## src/pkg/urwe_pkg.sv

```systemverilog
package urwe_pkg;
  // Register offsets on the plain register port
  localparam logic [2:0] OFS_CTRL_ONE = 3'h0;
  localparam logic [2:0] OFS_CTRL_TWO = 3'h1;
  localparam logic [2:0] OFS_CTRL_THREE = 3'h2;
  localparam logic [2:0] OFS_STATUS = 3'h3;
  localparam logic [2:0] OFS_DATA = 3'h4;
  localparam logic [2:0] OFS_BRK_CTRL = 3'h5;
  // serial_control_one fields
  localparam int C1_LOOP = 7;
  localparam int C1_ENABLE = 6;
  localparam int C1_INVERT = 5;
  localparam int C1_LONG = 4;
  localparam int C1_WAKE_ADDR = 3;
  localparam int C1_IDLE_TYPE = 2;
  localparam int C1_PAR_ON = 1;
  localparam int C1_PAR_ODD = 0;
  // serial_control_two fields
  localparam int C2_TX_IE = 7;
  localparam int C2_TC_IE = 6;
  localparam int C2_RX_IE = 5;
  localparam int C2_IDLE_IE = 4;
  localparam int C2_TX_EN = 3;
  localparam int C2_RX_EN = 2;
  localparam int C2_STANDBY = 1;
  localparam int C2_BREAK = 0;
  // serial_control_three fields (bit 7 is the received ninth bit)
  localparam int C3_T8 = 6;
  localparam int C3_OVR_IE = 3;
  localparam int C3_NOISE_IE = 2;
  localparam int C3_FRAME_IE = 1;
  localparam int C3_PAR_IE = 0;
  localparam logic [7:0] C3_WMASK = 8'h4F;
  // break_flag_control field
  localparam int BRK_CLR_EN = 7;
  // Values after reset
  localparam logic [7:0] CTRL_ONE_RST = 8'h00;
  localparam logic [7:0] CTRL_TWO_RST = 8'h00;
  localparam logic [7:0] CTRL_THREE_RST = 8'h00;
  localparam logic [7:0] BRK_CTRL_RST = 8'h00;
  // Frame lengths in bit times, and data bit counts
  localparam logic [3:0] FRAME_SHORT = 4'hA;
  localparam logic [3:0] FRAME_LONG = 4'hB;
  localparam logic [3:0] DATA_SHORT = 4'h8;
  localparam logic [3:0] DATA_LONG = 4'h9;
  // Clock cycles per bit time
  localparam int BIT_CYCLES_DEFAULT = 16;
  // Receiver sequence
  typedef enum logic [3:0] {
    RX_IDLE = 4'h1,
    RX_START = 4'h2,
    RX_DATA = 4'h4,
    RX_STOP = 4'h8
  } urwe_rx_state_e;
endpackage

```

## src/urwe_ctrl.sv

```systemverilog
// Implementation choices: the plain strobed port and the address map.
`timescale 1ns/1ps
// Overview of operation
// Setting standby suppresses every receiver request until a wakeup clears it.
// Address-mark wakeup: character with MSB 1 clears standby and sets receiver full.
// Software may compare address and set standby again on mismatch.
// Idle-line wakeup: idle character clears standby, sets neither idle nor full.
// Idle count type picks counting start: after start bit or after stop bit.
// Idle-line wakeup: setting standby while line already idle wakes again.
// Character moved to buffer sets receiver full; enable gates receive request.
// Idle flag after 10 or 11 ones; idle enable gates receive request.
// Character arriving while buffer full sets overrun, keeps old, drops new.
// Noise in start, data or stop bits sets noise flag, gated request.
// Zero where stop bit expected sets framing flag, gated request.
// Failed parity check sets parity flag, gated error request.
// Block keeps running in wait; enabled requests raise the wake output.
// Stop mode freezes all state; operation resumes afterwards.
// Break with clear enable 1: status clears work and stay cleared.
// Break with clear enable 0: status untouched; pending two-step finishes later.
// Enabled module forces transmit pin output, receive pin input.
// Loop mode feeds transmitter output to receiver; both must be enabled.
// Module enable runs block; clearing sets empty, complete, masks tx requests.
// Transmit inversion inverts every transmitted level including idle.
// Length select gives 10 or 11 bit frames; parity in last data position.
// Wake select 1 address mark, 0 idle; reset clears control one.
// Idle type 1 counts after stop bit, 0 after start bit; reset clears.
// Parity occupies the character MSB; parity type 1 odd, 0 even.
// Receive request ORs gated full and idle; error request ORs gated errors.
module urwe_ctrl
  import urwe_pkg::*;
#(
  parameter int BIT_CYCLES = BIT_CYCLES_DEFAULT
)
(
  // Clock and reset
  input wire logic clk,
  input wire logic reset_n,
  // Register port
  input wire logic [2:0] reg_addr,
  input wire logic [7:0] reg_wdata,
  input wire logic reg_wr,
  input wire logic reg_rd,
  output logic [7:0] reg_rdata,
  // Chip state
  input wire logic stop_mode,
  input wire logic debug_break,
  // Shared port settings
  input wire logic [1:0] port_direction_reg,
  input wire logic [1:0] port_data,
  // Transmit pin, shared with port_bit_zero
  input wire logic txd_pin_in,
  output logic txd_pin_out,
  output logic txd_pin_oe_n,
  // Receive pin, shared with port_bit_one
  input wire logic rxd_pin_in,
  output logic rxd_pin_out,
  output logic rxd_pin_oe_n,
  // Requests
  output logic rx_irq,
  output logic err_irq,
  output logic tx_irq,
  output logic wake_req
);

  localparam logic [7:0] LAST = 8'(BIT_CYCLES - 1);
  localparam logic [7:0] MID = 8'((BIT_CYCLES - 1) / 2);

  logic [7:0] serial_control_one;
  logic [7:0] serial_control_two;
  logic [7:0] serial_control_three;
  logic [7:0] break_flag_control;
  logic [7:0] serial_data_buffer;
  logic rx_bit8;
  logic tx_empty_flag, tx_complete_flag, rx_full_flag, idle_flag;
  logic overrun_flag, noise_flag, framing_err_flag, parity_err_flag;
  logic arm_rx, arm_tx;
  urwe_rx_state_e rx_state;
  logic [7:0] rx_div;
  logic [2:0] rx_samp;
  logic [3:0] rx_idx;
  logic [8:0] rx_sr;
  logic rx_noise_acc, rx_prev;
  logic rx_done, rx_stop_bad, rx_noisy;
  logic [3:0] ones_cnt;
  logic idle_armed;
  logic tx_busy, tx_pending, tx_raw, tx_done;
  logic [8:0] tx_buf;
  logic [10:0] tx_sh;
  logic [3:0] tx_cnt;
  logic [7:0] tx_div;

  // Named control fields
  logic loopback_select, module_enable, tx_invert, long_char;
  logic wake_addr, idle_count_type, parity_on, parity_odd_select;
  logic tx_en, rx_en, rx_standby, send_break;
  logic break_clear_enable;
  assign loopback_select = serial_control_one[C1_LOOP];
  assign module_enable = serial_control_one[C1_ENABLE];
  assign tx_invert = serial_control_one[C1_INVERT];
  assign long_char = serial_control_one[C1_LONG];
  assign wake_addr = serial_control_one[C1_WAKE_ADDR];
  assign idle_count_type = serial_control_one[C1_IDLE_TYPE];
  assign parity_on = serial_control_one[C1_PAR_ON];
  assign parity_odd_select = serial_control_one[C1_PAR_ODD];
  assign tx_en = serial_control_two[C2_TX_EN];
  assign rx_en = serial_control_two[C2_RX_EN];
  assign rx_standby = serial_control_two[C2_STANDBY];
  assign send_break = serial_control_two[C2_BREAK];
  assign break_clear_enable = break_flag_control[BRK_CLR_EN];

  // Stop mode stands in for the gated module clock; nothing moves meanwhile
  logic run;
  // stop freezes state
  assign run = ~stop_mode;

  // Bus decode
  logic rd_status, rd_data, wr_data, access_ok;
  assign rd_status = reg_rd && reg_addr == OFS_STATUS;
  assign rd_data = reg_rd && reg_addr == OFS_DATA;
  assign wr_data = reg_wr && reg_addr == OFS_DATA;
  // break protects status
  assign access_ok = ~debug_break | break_clear_enable;

  // Receive source and bit timing
  logic rx_active, rx_src, bit_end, maj, noisy;
  logic [3:0] nbits, thr;
  // loop input select
  assign rx_src = loopback_select ? tx_raw : rxd_pin_in;
  assign rx_active = module_enable & rx_en & (~loopback_select | tx_en);
  assign bit_end = rx_div == LAST;
  assign maj = (rx_samp[0] & rx_samp[1]) | (rx_samp[0] & rx_samp[2]) | (rx_samp[1] & rx_samp[2]);
  assign noisy = (|rx_samp) & ~(&rx_samp);
  // character length
  assign nbits = long_char ? DATA_LONG : DATA_SHORT;
  assign thr = long_char ? FRAME_LONG : FRAME_SHORT;

  // Receive character decisions
  logic rx_msb, accept, load, ovr_set, wake_am, wake_idle, par_bad, idle_reached;
  assign rx_msb = rx_sr[8];
  // address mark lets the character through
  assign accept = rx_done & (~rx_standby | (wake_addr & rx_msb));
  assign wake_am = rx_done & rx_standby & wake_addr & rx_msb;
  assign load = accept & ~rx_full_flag;
  // overrun keeps old character
  assign ovr_set = accept & rx_full_flag;
  // parity over full character
  assign par_bad = parity_on & ((long_char ? ^rx_sr : ^rx_sr[8:1]) != parity_odd_select);
  assign idle_reached = ones_cnt >= thr;
  // idle wakes standby
  assign wake_idle = rx_standby & ~wake_addr & idle_reached & rx_active;

  // Two-step clears: status read arms, data access completes
  logic clr_rx, clr_tx;
  assign clr_rx = rd_data & access_ok & arm_rx;
  assign clr_tx = wr_data & access_ok & arm_tx;

  // Requests; standby mutes both receiver groups
  logic rx_req, err_req, tx_req;
  // gated receiver requests
  assign rx_req = ~rx_standby & ((rx_full_flag & serial_control_two[C2_RX_IE]) |
                                 (idle_flag & serial_control_two[C2_IDLE_IE]));
  assign err_req = ~rx_standby & ((overrun_flag & serial_control_three[C3_OVR_IE]) |
                                  (noise_flag & serial_control_three[C3_NOISE_IE]) |
                                  (framing_err_flag & serial_control_three[C3_FRAME_IE]) |
                                  (parity_err_flag & serial_control_three[C3_PAR_IE]));
  // transmitter requests masked when disabled
  assign tx_req = module_enable & ((tx_empty_flag & serial_control_two[C2_TX_IE]) |
                                   (tx_complete_flag & serial_control_two[C2_TC_IE]));

  // Transmit frame assembly, LSB first with start bit at bit 0
  function automatic logic [10:0] tx_frame(input logic lng, input logic pon,
                                            input logic podd, input logic [8:0] d);
    logic [8:0] p;
    p = d;
    if (pon && lng)
      p[8] = (^d[7:0]) ^ podd;
    else if (pon)
      p[7] = (^d[6:0]) ^ podd;
    if (lng)
      tx_frame = {1'b1, p, 1'b0};
    else
      tx_frame = {2'b11, p[7:0], 1'b0};
  endfunction

  // Control one and break control
  always_ff @(posedge clk or negedge reset_n)
  begin
    if (!reset_n)
    begin
      // reset clears control one
      serial_control_one <= CTRL_ONE_RST;
      break_flag_control <= BRK_CTRL_RST;
    end
    else if (run)
    begin
      if (reg_wr && reg_addr == OFS_CTRL_ONE)
        serial_control_one <= reg_wdata;
      if (reg_wr && reg_addr == OFS_BRK_CTRL)
        break_flag_control <= reg_wdata & 8'h80;
    end
  end

  // Control two; standby is cleared by wakeups, software set beats them
  always_ff @(posedge clk or negedge reset_n)
  begin
    if (!reset_n)
      serial_control_two <= CTRL_TWO_RST;
    else if (run)
    begin
      if (reg_wr && reg_addr == OFS_CTRL_TWO)
      begin
        serial_control_two <= reg_wdata;
        // Enables only change while the module is enabled
        if (!module_enable)
        begin
          serial_control_two[C2_TX_EN] <= tx_en;
          serial_control_two[C2_RX_EN] <= rx_en;
        end
      end
      // wakeup clears standby
      else if (wake_am || wake_idle)
        serial_control_two[C2_STANDBY] <= 1'b0;
    end
  end

  // Control three and received ninth bit
  always_ff @(posedge clk or negedge reset_n)
  begin
    if (!reset_n)
    begin
      serial_control_three <= CTRL_THREE_RST;
      rx_bit8 <= 1'b0;
    end
    else if (run)
    begin
      if (reg_wr && reg_addr == OFS_CTRL_THREE)
        serial_control_three <= reg_wdata & C3_WMASK;
      if (load)
        rx_bit8 <= rx_sr[8];
    end
  end

  // Receiver sequence: three samples mid-bit, majority decides
  always_ff @(posedge clk or negedge reset_n)
  begin
    if (!reset_n)
    begin
      rx_state <= RX_IDLE;
      rx_div <= 8'h00;
      rx_samp <= 3'h7;
      rx_idx <= 4'h0;
      rx_sr <= 9'h000;
      rx_noise_acc <= 1'b0;
      rx_prev <= 1'b1;
      rx_done <= 1'b0;
      rx_stop_bad <= 1'b0;
      rx_noisy <= 1'b0;
    end
    else if (run)
    begin
      rx_done <= 1'b0;
      rx_prev <= rx_src;
      if (rx_div == MID - 8'h01 || rx_div == MID || rx_div == MID + 8'h01)
        rx_samp <= {rx_samp[1:0], rx_src};
      rx_div <= bit_end ? 8'h00 : rx_div + 8'h01;
      if (!rx_active)
        rx_state <= RX_IDLE;
      else
        case (rx_state)
          RX_IDLE:
            if (rx_prev && !rx_src)
            begin
              rx_state <= RX_START;
              rx_div <= 8'h00;
              rx_sr <= 9'h000;
            end
          RX_START:
            if (bit_end)
            begin
              rx_state <= maj ? RX_IDLE : RX_DATA;
              rx_idx <= 4'h0;
              // start bit noise
              rx_noise_acc <= noisy;
            end
          RX_DATA:
            if (bit_end)
            begin
              rx_sr <= {maj, rx_sr[8:1]};
              rx_noise_acc <= rx_noise_acc | noisy;
              rx_idx <= rx_idx + 4'h1;
              if (rx_idx == nbits - 4'h1)
                rx_state <= RX_STOP;
            end
          RX_STOP:
            if (bit_end)
            begin
              rx_state <= RX_IDLE;
              rx_done <= 1'b1;
              // zero in stop position
              rx_stop_bad <= ~maj;
              rx_noisy <= rx_noise_acc | noisy;
            end
          default:
            rx_state <= RX_IDLE;
        endcase
    end
  end

  // Idle line counter; type decides whether frame bits count
  always_ff @(posedge clk or negedge reset_n)
  begin
    if (!reset_n)
    begin
      ones_cnt <= 4'h0;
      idle_armed <= 1'b0;
    end
    else if (run)
    begin
      if (rx_state == RX_IDLE && rx_active && rx_prev && !rx_src)
        ones_cnt <= 4'h0;
      else if (bit_end && rx_active)
      begin
        // idle counting start point
        if (rx_state == RX_IDLE || (!idle_count_type && rx_state != RX_START))
          ones_cnt <= !maj ? 4'h0 : (ones_cnt == 4'hF ? ones_cnt : ones_cnt + 4'h1);
        else
          ones_cnt <= 4'h0;
      end
      // One idle report per received character
      if (rx_done)
        idle_armed <= 1'b1;
      else if (idle_reached || wake_idle)
        idle_armed <= 1'b0;
    end
  end

  // Two-step clear arming, frozen during a protected break
  always_ff @(posedge clk or negedge reset_n)
  begin
    if (!reset_n)
    begin
      arm_rx <= 1'b0;
      arm_tx <= 1'b0;
    end
    else if (run && access_ok)
    begin
      // arming survives the break
      if (rd_status)
        arm_rx <= 1'b1;
      else if (rd_data)
        arm_rx <= 1'b0;
      if (rd_status)
        arm_tx <= 1'b1;
      else if (wr_data)
        arm_tx <= 1'b0;
    end
  end

  // Receiver status flags and data buffer; set beats clear
  always_ff @(posedge clk or negedge reset_n)
  begin
    if (!reset_n)
    begin
      rx_full_flag <= 1'b0;
      idle_flag <= 1'b0;
      overrun_flag <= 1'b0;
      noise_flag <= 1'b0;
      framing_err_flag <= 1'b0;
      parity_err_flag <= 1'b0;
      serial_data_buffer <= 8'h00;
    end
    else if (run)
    begin
      // buffer load sets full
      rx_full_flag <= load | (rx_full_flag & ~clr_rx);
      // idle flag, not on wakeup
      idle_flag <= (idle_reached & idle_armed & ~rx_standby) | (idle_flag & ~clr_rx);
      overrun_flag <= ovr_set | (overrun_flag & ~clr_rx);
      noise_flag <= (load & rx_noisy) | (noise_flag & ~clr_rx);
      framing_err_flag <= (load & rx_stop_bad) | (framing_err_flag & ~clr_rx);
      parity_err_flag <= (load & par_bad) | (parity_err_flag & ~clr_rx);
      if (load)
        serial_data_buffer <= long_char ? rx_sr[7:0] : rx_sr[8:1];
    end
  end

  // Transmitter: one buffered character behind the shifter
  always_ff @(posedge clk or negedge reset_n)
  begin
    if (!reset_n)
    begin
      tx_busy <= 1'b0;
      tx_pending <= 1'b0;
      tx_raw <= 1'b1;
      tx_done <= 1'b0;
      tx_buf <= 9'h000;
      tx_sh <= 11'h7FF;
      tx_cnt <= 4'h0;
      tx_div <= 8'h00;
    end
    else if (run)
    begin
      tx_done <= 1'b0;
      if (wr_data)
        tx_buf <= {serial_control_three[C3_T8], reg_wdata};
      if (!module_enable)
      begin
        tx_busy <= 1'b0;
        tx_pending <= 1'b0;
        tx_raw <= 1'b1;
      end
      else if (tx_busy)
      begin
        if (wr_data && tx_en)
          tx_pending <= 1'b1;
        tx_div <= tx_div == LAST ? 8'h00 : tx_div + 8'h01;
        if (tx_div == LAST && tx_cnt == 4'h1)
        begin
          tx_busy <= 1'b0;
          tx_raw <= 1'b1;
          tx_done <= ~tx_pending;
        end
        else if (tx_div == LAST)
        begin
          tx_sh <= {1'b1, tx_sh[10:1]};
          tx_raw <= tx_sh[1];
          tx_cnt <= tx_cnt - 4'h1;
        end
      end
      else if (tx_pending && tx_en)
      begin
        // frame with parity in MSB
        tx_sh <= tx_frame(long_char, parity_on, parity_odd_select, tx_buf);
        tx_raw <= 1'b0;
        tx_cnt <= thr;
        tx_div <= 8'h00;
        tx_busy <= 1'b1;
        tx_pending <= 1'b0;
      end
      else
      begin
        tx_pending <= wr_data & tx_en;
        tx_raw <= ~(send_break & tx_en);
      end
    end
  end

  // Transmitter flags
  always_ff @(posedge clk or negedge reset_n)
  begin
    if (!reset_n)
    begin
      tx_empty_flag <= 1'b1;
      tx_complete_flag <= 1'b1;
    end
    else if (run)
    begin
      // disable sets empty and complete
      tx_empty_flag <= ~module_enable | (~tx_busy & tx_pending & tx_en) |
                       (tx_empty_flag & ~clr_tx);
      tx_complete_flag <= ~module_enable | tx_done |
                          (tx_complete_flag & ~clr_tx & ~(tx_pending & tx_en));
    end
  end

  // Register read, data stands one cycle after the strobe
  always_ff @(posedge clk or negedge reset_n)
  begin
    if (!reset_n)
      reg_rdata <= 8'h00;
    else if (run && reg_rd)
      case (reg_addr)
        OFS_CTRL_ONE: reg_rdata <= serial_control_one;
        OFS_CTRL_TWO: reg_rdata <= serial_control_two;
        OFS_CTRL_THREE: reg_rdata <= {rx_bit8, serial_control_three[6:0]};
        OFS_STATUS: reg_rdata <= {tx_empty_flag, tx_complete_flag, rx_full_flag, idle_flag,
                                  overrun_flag, noise_flag, framing_err_flag, parity_err_flag};
        OFS_DATA: reg_rdata <= serial_data_buffer;
        OFS_BRK_CTRL: reg_rdata <= break_flag_control;
        default: reg_rdata <= 8'h00;
      endcase
  end

  // Pin ownership; port direction only matters while the module is off
  always_ff @(posedge clk or negedge reset_n)
  begin
    if (!reset_n)
    begin
      txd_pin_out <= 1'b1;
      txd_pin_oe_n <= 1'b1;
      rxd_pin_out <= 1'b1;
      rxd_pin_oe_n <= 1'b1;
    end
    else if (run)
    begin
      // forced directions, inverted line
      txd_pin_out <= module_enable ? (tx_raw ^ tx_invert) : port_data[0];
      txd_pin_oe_n <= module_enable ? 1'b0 : ~port_direction_reg[0];
      rxd_pin_out <= port_data[1];
      rxd_pin_oe_n <= module_enable ? 1'b1 : ~port_direction_reg[1];
    end
  end

  // Request outputs; wake output serves wait-mode exit
  always_ff @(posedge clk or negedge reset_n)
  begin
    if (!reset_n)
    begin
      rx_irq <= 1'b0;
      err_irq <= 1'b0;
      tx_irq <= 1'b0;
      wake_req <= 1'b0;
    end
    else if (run)
    begin
      // request outputs
      rx_irq <= rx_req;
      err_irq <= err_req;
      tx_irq <= tx_req;
      // enabled request wakes processor
      wake_req <= rx_req | err_req | tx_req;
    end
  end

endmodule // urwe_ctrl

```

## config.mk

```make
export PLATFORM = sky130hd
export DESIGN_NAME = urwe_ctrl
export DESIGN_NICKNAME = d
export VERILOG_FILES = /design/src/pkg/urwe_pkg.sv /design/src/urwe_ctrl.sv
export SDC_FILE = /design/constraint.sdc
export NUM_CORES = 1
export LEC_CHECK = 0
export BUFFER_PORTS_ARGS = -buffer_cell sky130_fd_sc_hd__buf_2
export CORE_MARGIN = 4
export CORE_UTILIZATION = 55
export CTS_BUF_LIST = sky130_fd_sc_hd__clkbuf_4
export CTS_CLUSTER_DIAMETER = 200
export CTS_CLUSTER_SIZE = 8
export DETAILED_ROUTE_END_ITERATION = 16
export GPL_ROUTABILITY_DRIVEN = 1
export PLACE_DENSITY_LB_ADDON = 0.3
export SYNTH_ARGS = -nofsm -noshare
export SYNTH_HDL_FRONTEND = slang
export SYNTH_SLANG_ARGS = --single-unit
export TNS_END_PERCENT = 20
```

## constraint.sdc

```tcl
create_clock -name clk -period 3.7 [get_ports clk]
set_clock_uncertainty 0.1 [all_clocks]
set_input_delay 0.185 -clock clk [delete_from_list [all_inputs] [get_ports clk]]
set_output_delay 0.185 -clock clk [all_outputs]
set_load 0.02 [all_outputs]
```

==> reports/results.ini <==
[synth]
synth_area_per_cell_sq_um = 10.1
async_flop_share_pct = 100
ys_ff_latch = 129
ys.flop_type = dfrtp_1
synth_most_common_cell = dfrtp_1
synth_area_leaders = dfrtp_1, dfstp_2, mux2_2
yosysUniqueCellTypes = 64
synth_common_cells = dfrtp_1, nand2_1, o21ai_0
synth_top_area_share_pct = 41.2
yosys.area.top_type = dfrtp_1
synth_edf_count = 0
synth_warnings = 0
netlist_area_sq_um = 6570
synth_cells = 648
synth_nets = 680
ys_seq_area_share_pct = 49.6

[power]
power_leakage_nw = 3.29
vdd_drop_max_mv = 0.168
swShare_pct = 30.7
p_per_area_nw_per_um2 = 493
seqPwrFrac_pct = 49.6
power_frac_clock_pct = 28.7
comb_power_share_pct = 21.7
power_mw = 3.64
internal-power_mw = 2.52
p_switching_mw = 1.12

[min_path]
hold_class = in -> reg

[grt]
grt_pass1_wl_um = 24600
grt_pass1_vias = 5024
grt_max_degree = 81
grt_use_total_pct = 23.3
antenna_found_initial = 0
gr-total-overflow = 0

[floorplan]
die_y_um = 117
core_sq_um = 11600
ios = 39
dieArea_sq_um = 13800
start_util_pct = 56.8
fp.dieW_um = 117
num_rows = 39

[sta]
layout_min_cycle_time_ns = 2.56
slew_violations = 0
max_slew_margin_pct = 33.6
fin_tns_setup_ns = 0
fin_ws_ns = 1.14
hold_viol = 0
grt_setup_unrepaired = false
setup_violations = 0
fmax_ghz = 0.391
tightest_slew_ns = 0.989
fin_crit_sh_pct = 69.2

[place]
io_buffers = 37
place_ws_ns = 1.19
gp_congestion = 0.865
dp_cells = 805
dp_hpwl_um = 10400

[clock_network]
path_clk_slew_ns = 0.10
cts_buffer_depth = 2
ctsResizeCount = 0
htreeDepth = 4
post_cts_buffers = 0
cts_sinks = 129
cts_tree = done
clk_latency_ns = 0.53
cts-root-buf = clkbuf_4
cts_buffers = 17

[run_status]
status = complete, no violations

[run]
max_cap_viol_count = 0

[drt]
drt_iter0_drc = 402
drc = 0
antenna_left = 0
vias_per_cell = 5.95
drt_wl_total_um = 14900
vias = 5091
post_drt_wl_per_cell_um = 17.5
drt-pass1-iter-count = 5

[cells_and_area]
stdcell_count = 855
antenna_cells = 0
num-nets-final = 731
area_delta_synth_final_pct = 12.3
drive_gt1_share_pct = 20.9

[critical_path]
critPathCaptureType = flop
critPathRequiredTime_ns = 4.02
cp_slowest_cell = dfstp_2
cp_data_arrival_time_ns = 2.88
r2r_setup_slack_ns = 1.14
cp-start-kind = flop
cp_cell_sequence = or4b_4, nor3_1, nand2_1, and3_1, or3_1
crit_path_max_fanout = 12
crit_type = reg -> reg
max_stage_delay_ns = 0.65

-- area by class of cell --
class | count | area, sq um
inverter | 16 | 60.1
timing repair buffer | 61 | 425
sequential | 129 | 3250
tap | 143 | 179
clock buffer | 19 | 143
fill | 936 | 4190
clock inverter | 13 | 168
multi-input combinational | 474 | 3140
-- power groups by stage --
stage                     registers, mW  clock network (mW)  logic, mW
after floorplan                    1.78                   0      0.549
after global placement             1.81                   0      0.736
after detailed placement           1.82                   0      0.767
after CTS                          1.80                1.07      0.792
after global routing               1.83                1.13      0.884
final                              1.81                1.04      0.789
-- timing repair --
| item | CTS | global route |
|---|---|---|
| endpoints found under the setup margin | 0 | 0 |
| hold endpoints to repair | 98 | 0 |
| hold buffers | 18 | 0 |
-- cell usage in the layout (no fill, tap or decap), types with 3 or more instances in the layout --
cell and instances:
mux2_2 42, or3_1 9, clkinv_2 3, o21ai_0 63
nor2b_1 10, nand2_1 80, clkbuf_4 19, nor4_1 4
dfstp_2 21, nor3_1 10, o31ai_1 4, xnor2_1 18
clkinv_1 4, nand3_1 31, nor2_1 38, buf_2 36
buf_4 6, a21oi_1 23, a22oi_1 7, bufinv_16 4
a22o_1 10, nand2b_1 11, nor3b_1 6, inv_1 16
dfrtp_1 108, ha_1 9, a32o_1 5, a31oi_1 4
a21o_1 3, mux2i_1 23, dlygate4sd3_1 18, a221oi_1 3
xor2_1 7, and3_1 8
-- registers in the layout, indices dropped and copies added, names as in the netlist, 3 cells and up --
signal                count
rx_state                  4
rx_samp                   3
serial_control_two        8
serial_control_one        8
serial_data_buffer        8
rx_div                    8
serial_control_three      5
tx_sh                     9
tx_buf                    9
tx_div                    8
reg_rdata                 8
rx_sr                     9
rx_idx                    4
tx_cnt                    4
ones_cnt                  4
-- cell families (layout without fill, tap and decap cells) --
logic type	after synthesis	after routing	synth area share (%)
buffers and inverters	45	109	2.57
DFF	129	129	49.6
muxes	66	66	11.0
AOI/OAI and AO/OA	144	144	14.0
xor gates and xnor gates	26	26	3.70
and+or+nand+nor	228	228	17.3
adders and majority gates	10	10	1.87
-- metal layers --
layer / part of all wire [%] / track usage (%) / up-vias
met1: 43 / 29.3 / 2496
met5: 0 / 0 / -
li1: - / - / 2422
met4: 3.7 / 12.2 / 0
met2: 50 / 37.8 / 126
met3: 4.1 / 4.78 / 47
-- worst max-delay path: cells and delay by family, from the launching register on --
kind,cells,cell delay (ns)
simple gates,5,1.72
flops,1,0.65
-- path summary, 6_finish.rpt --
path                             start          endpoint  cells after the start
setup / recovery           rx_state[0]       ones_cnt[3]                      5
hold / removal               stop_mode          wake_req                      3
setup reg to reg           rx_state[0]       ones_cnt[3]                      5
hold reg to reg               tx_sh[7]          tx_sh[7]                      2
max in group asynchronous      reset_n  tx_complete_flag                      3
min in group asynchronous      reset_n         tx_cnt[2]                      2
-- per-stage QoR --
| step | hold slack (ns) | util, % | area, sq um |
|---|---|---|---|
| final | 0.0517 | 63.8 | 7370 |
| after global routing | 0.0457 | 63.8 | 7370 |
| after CTS | 0.00707 | 63.8 | 7370 |
| after detailed placement | 0.230 | 59.5 | 6880 |
| after global placement | 0.221 | 59.5 | 6880 |
| after floorplan | -0.211 | - | 6570 |
Power figures use the tool's default switching activity.
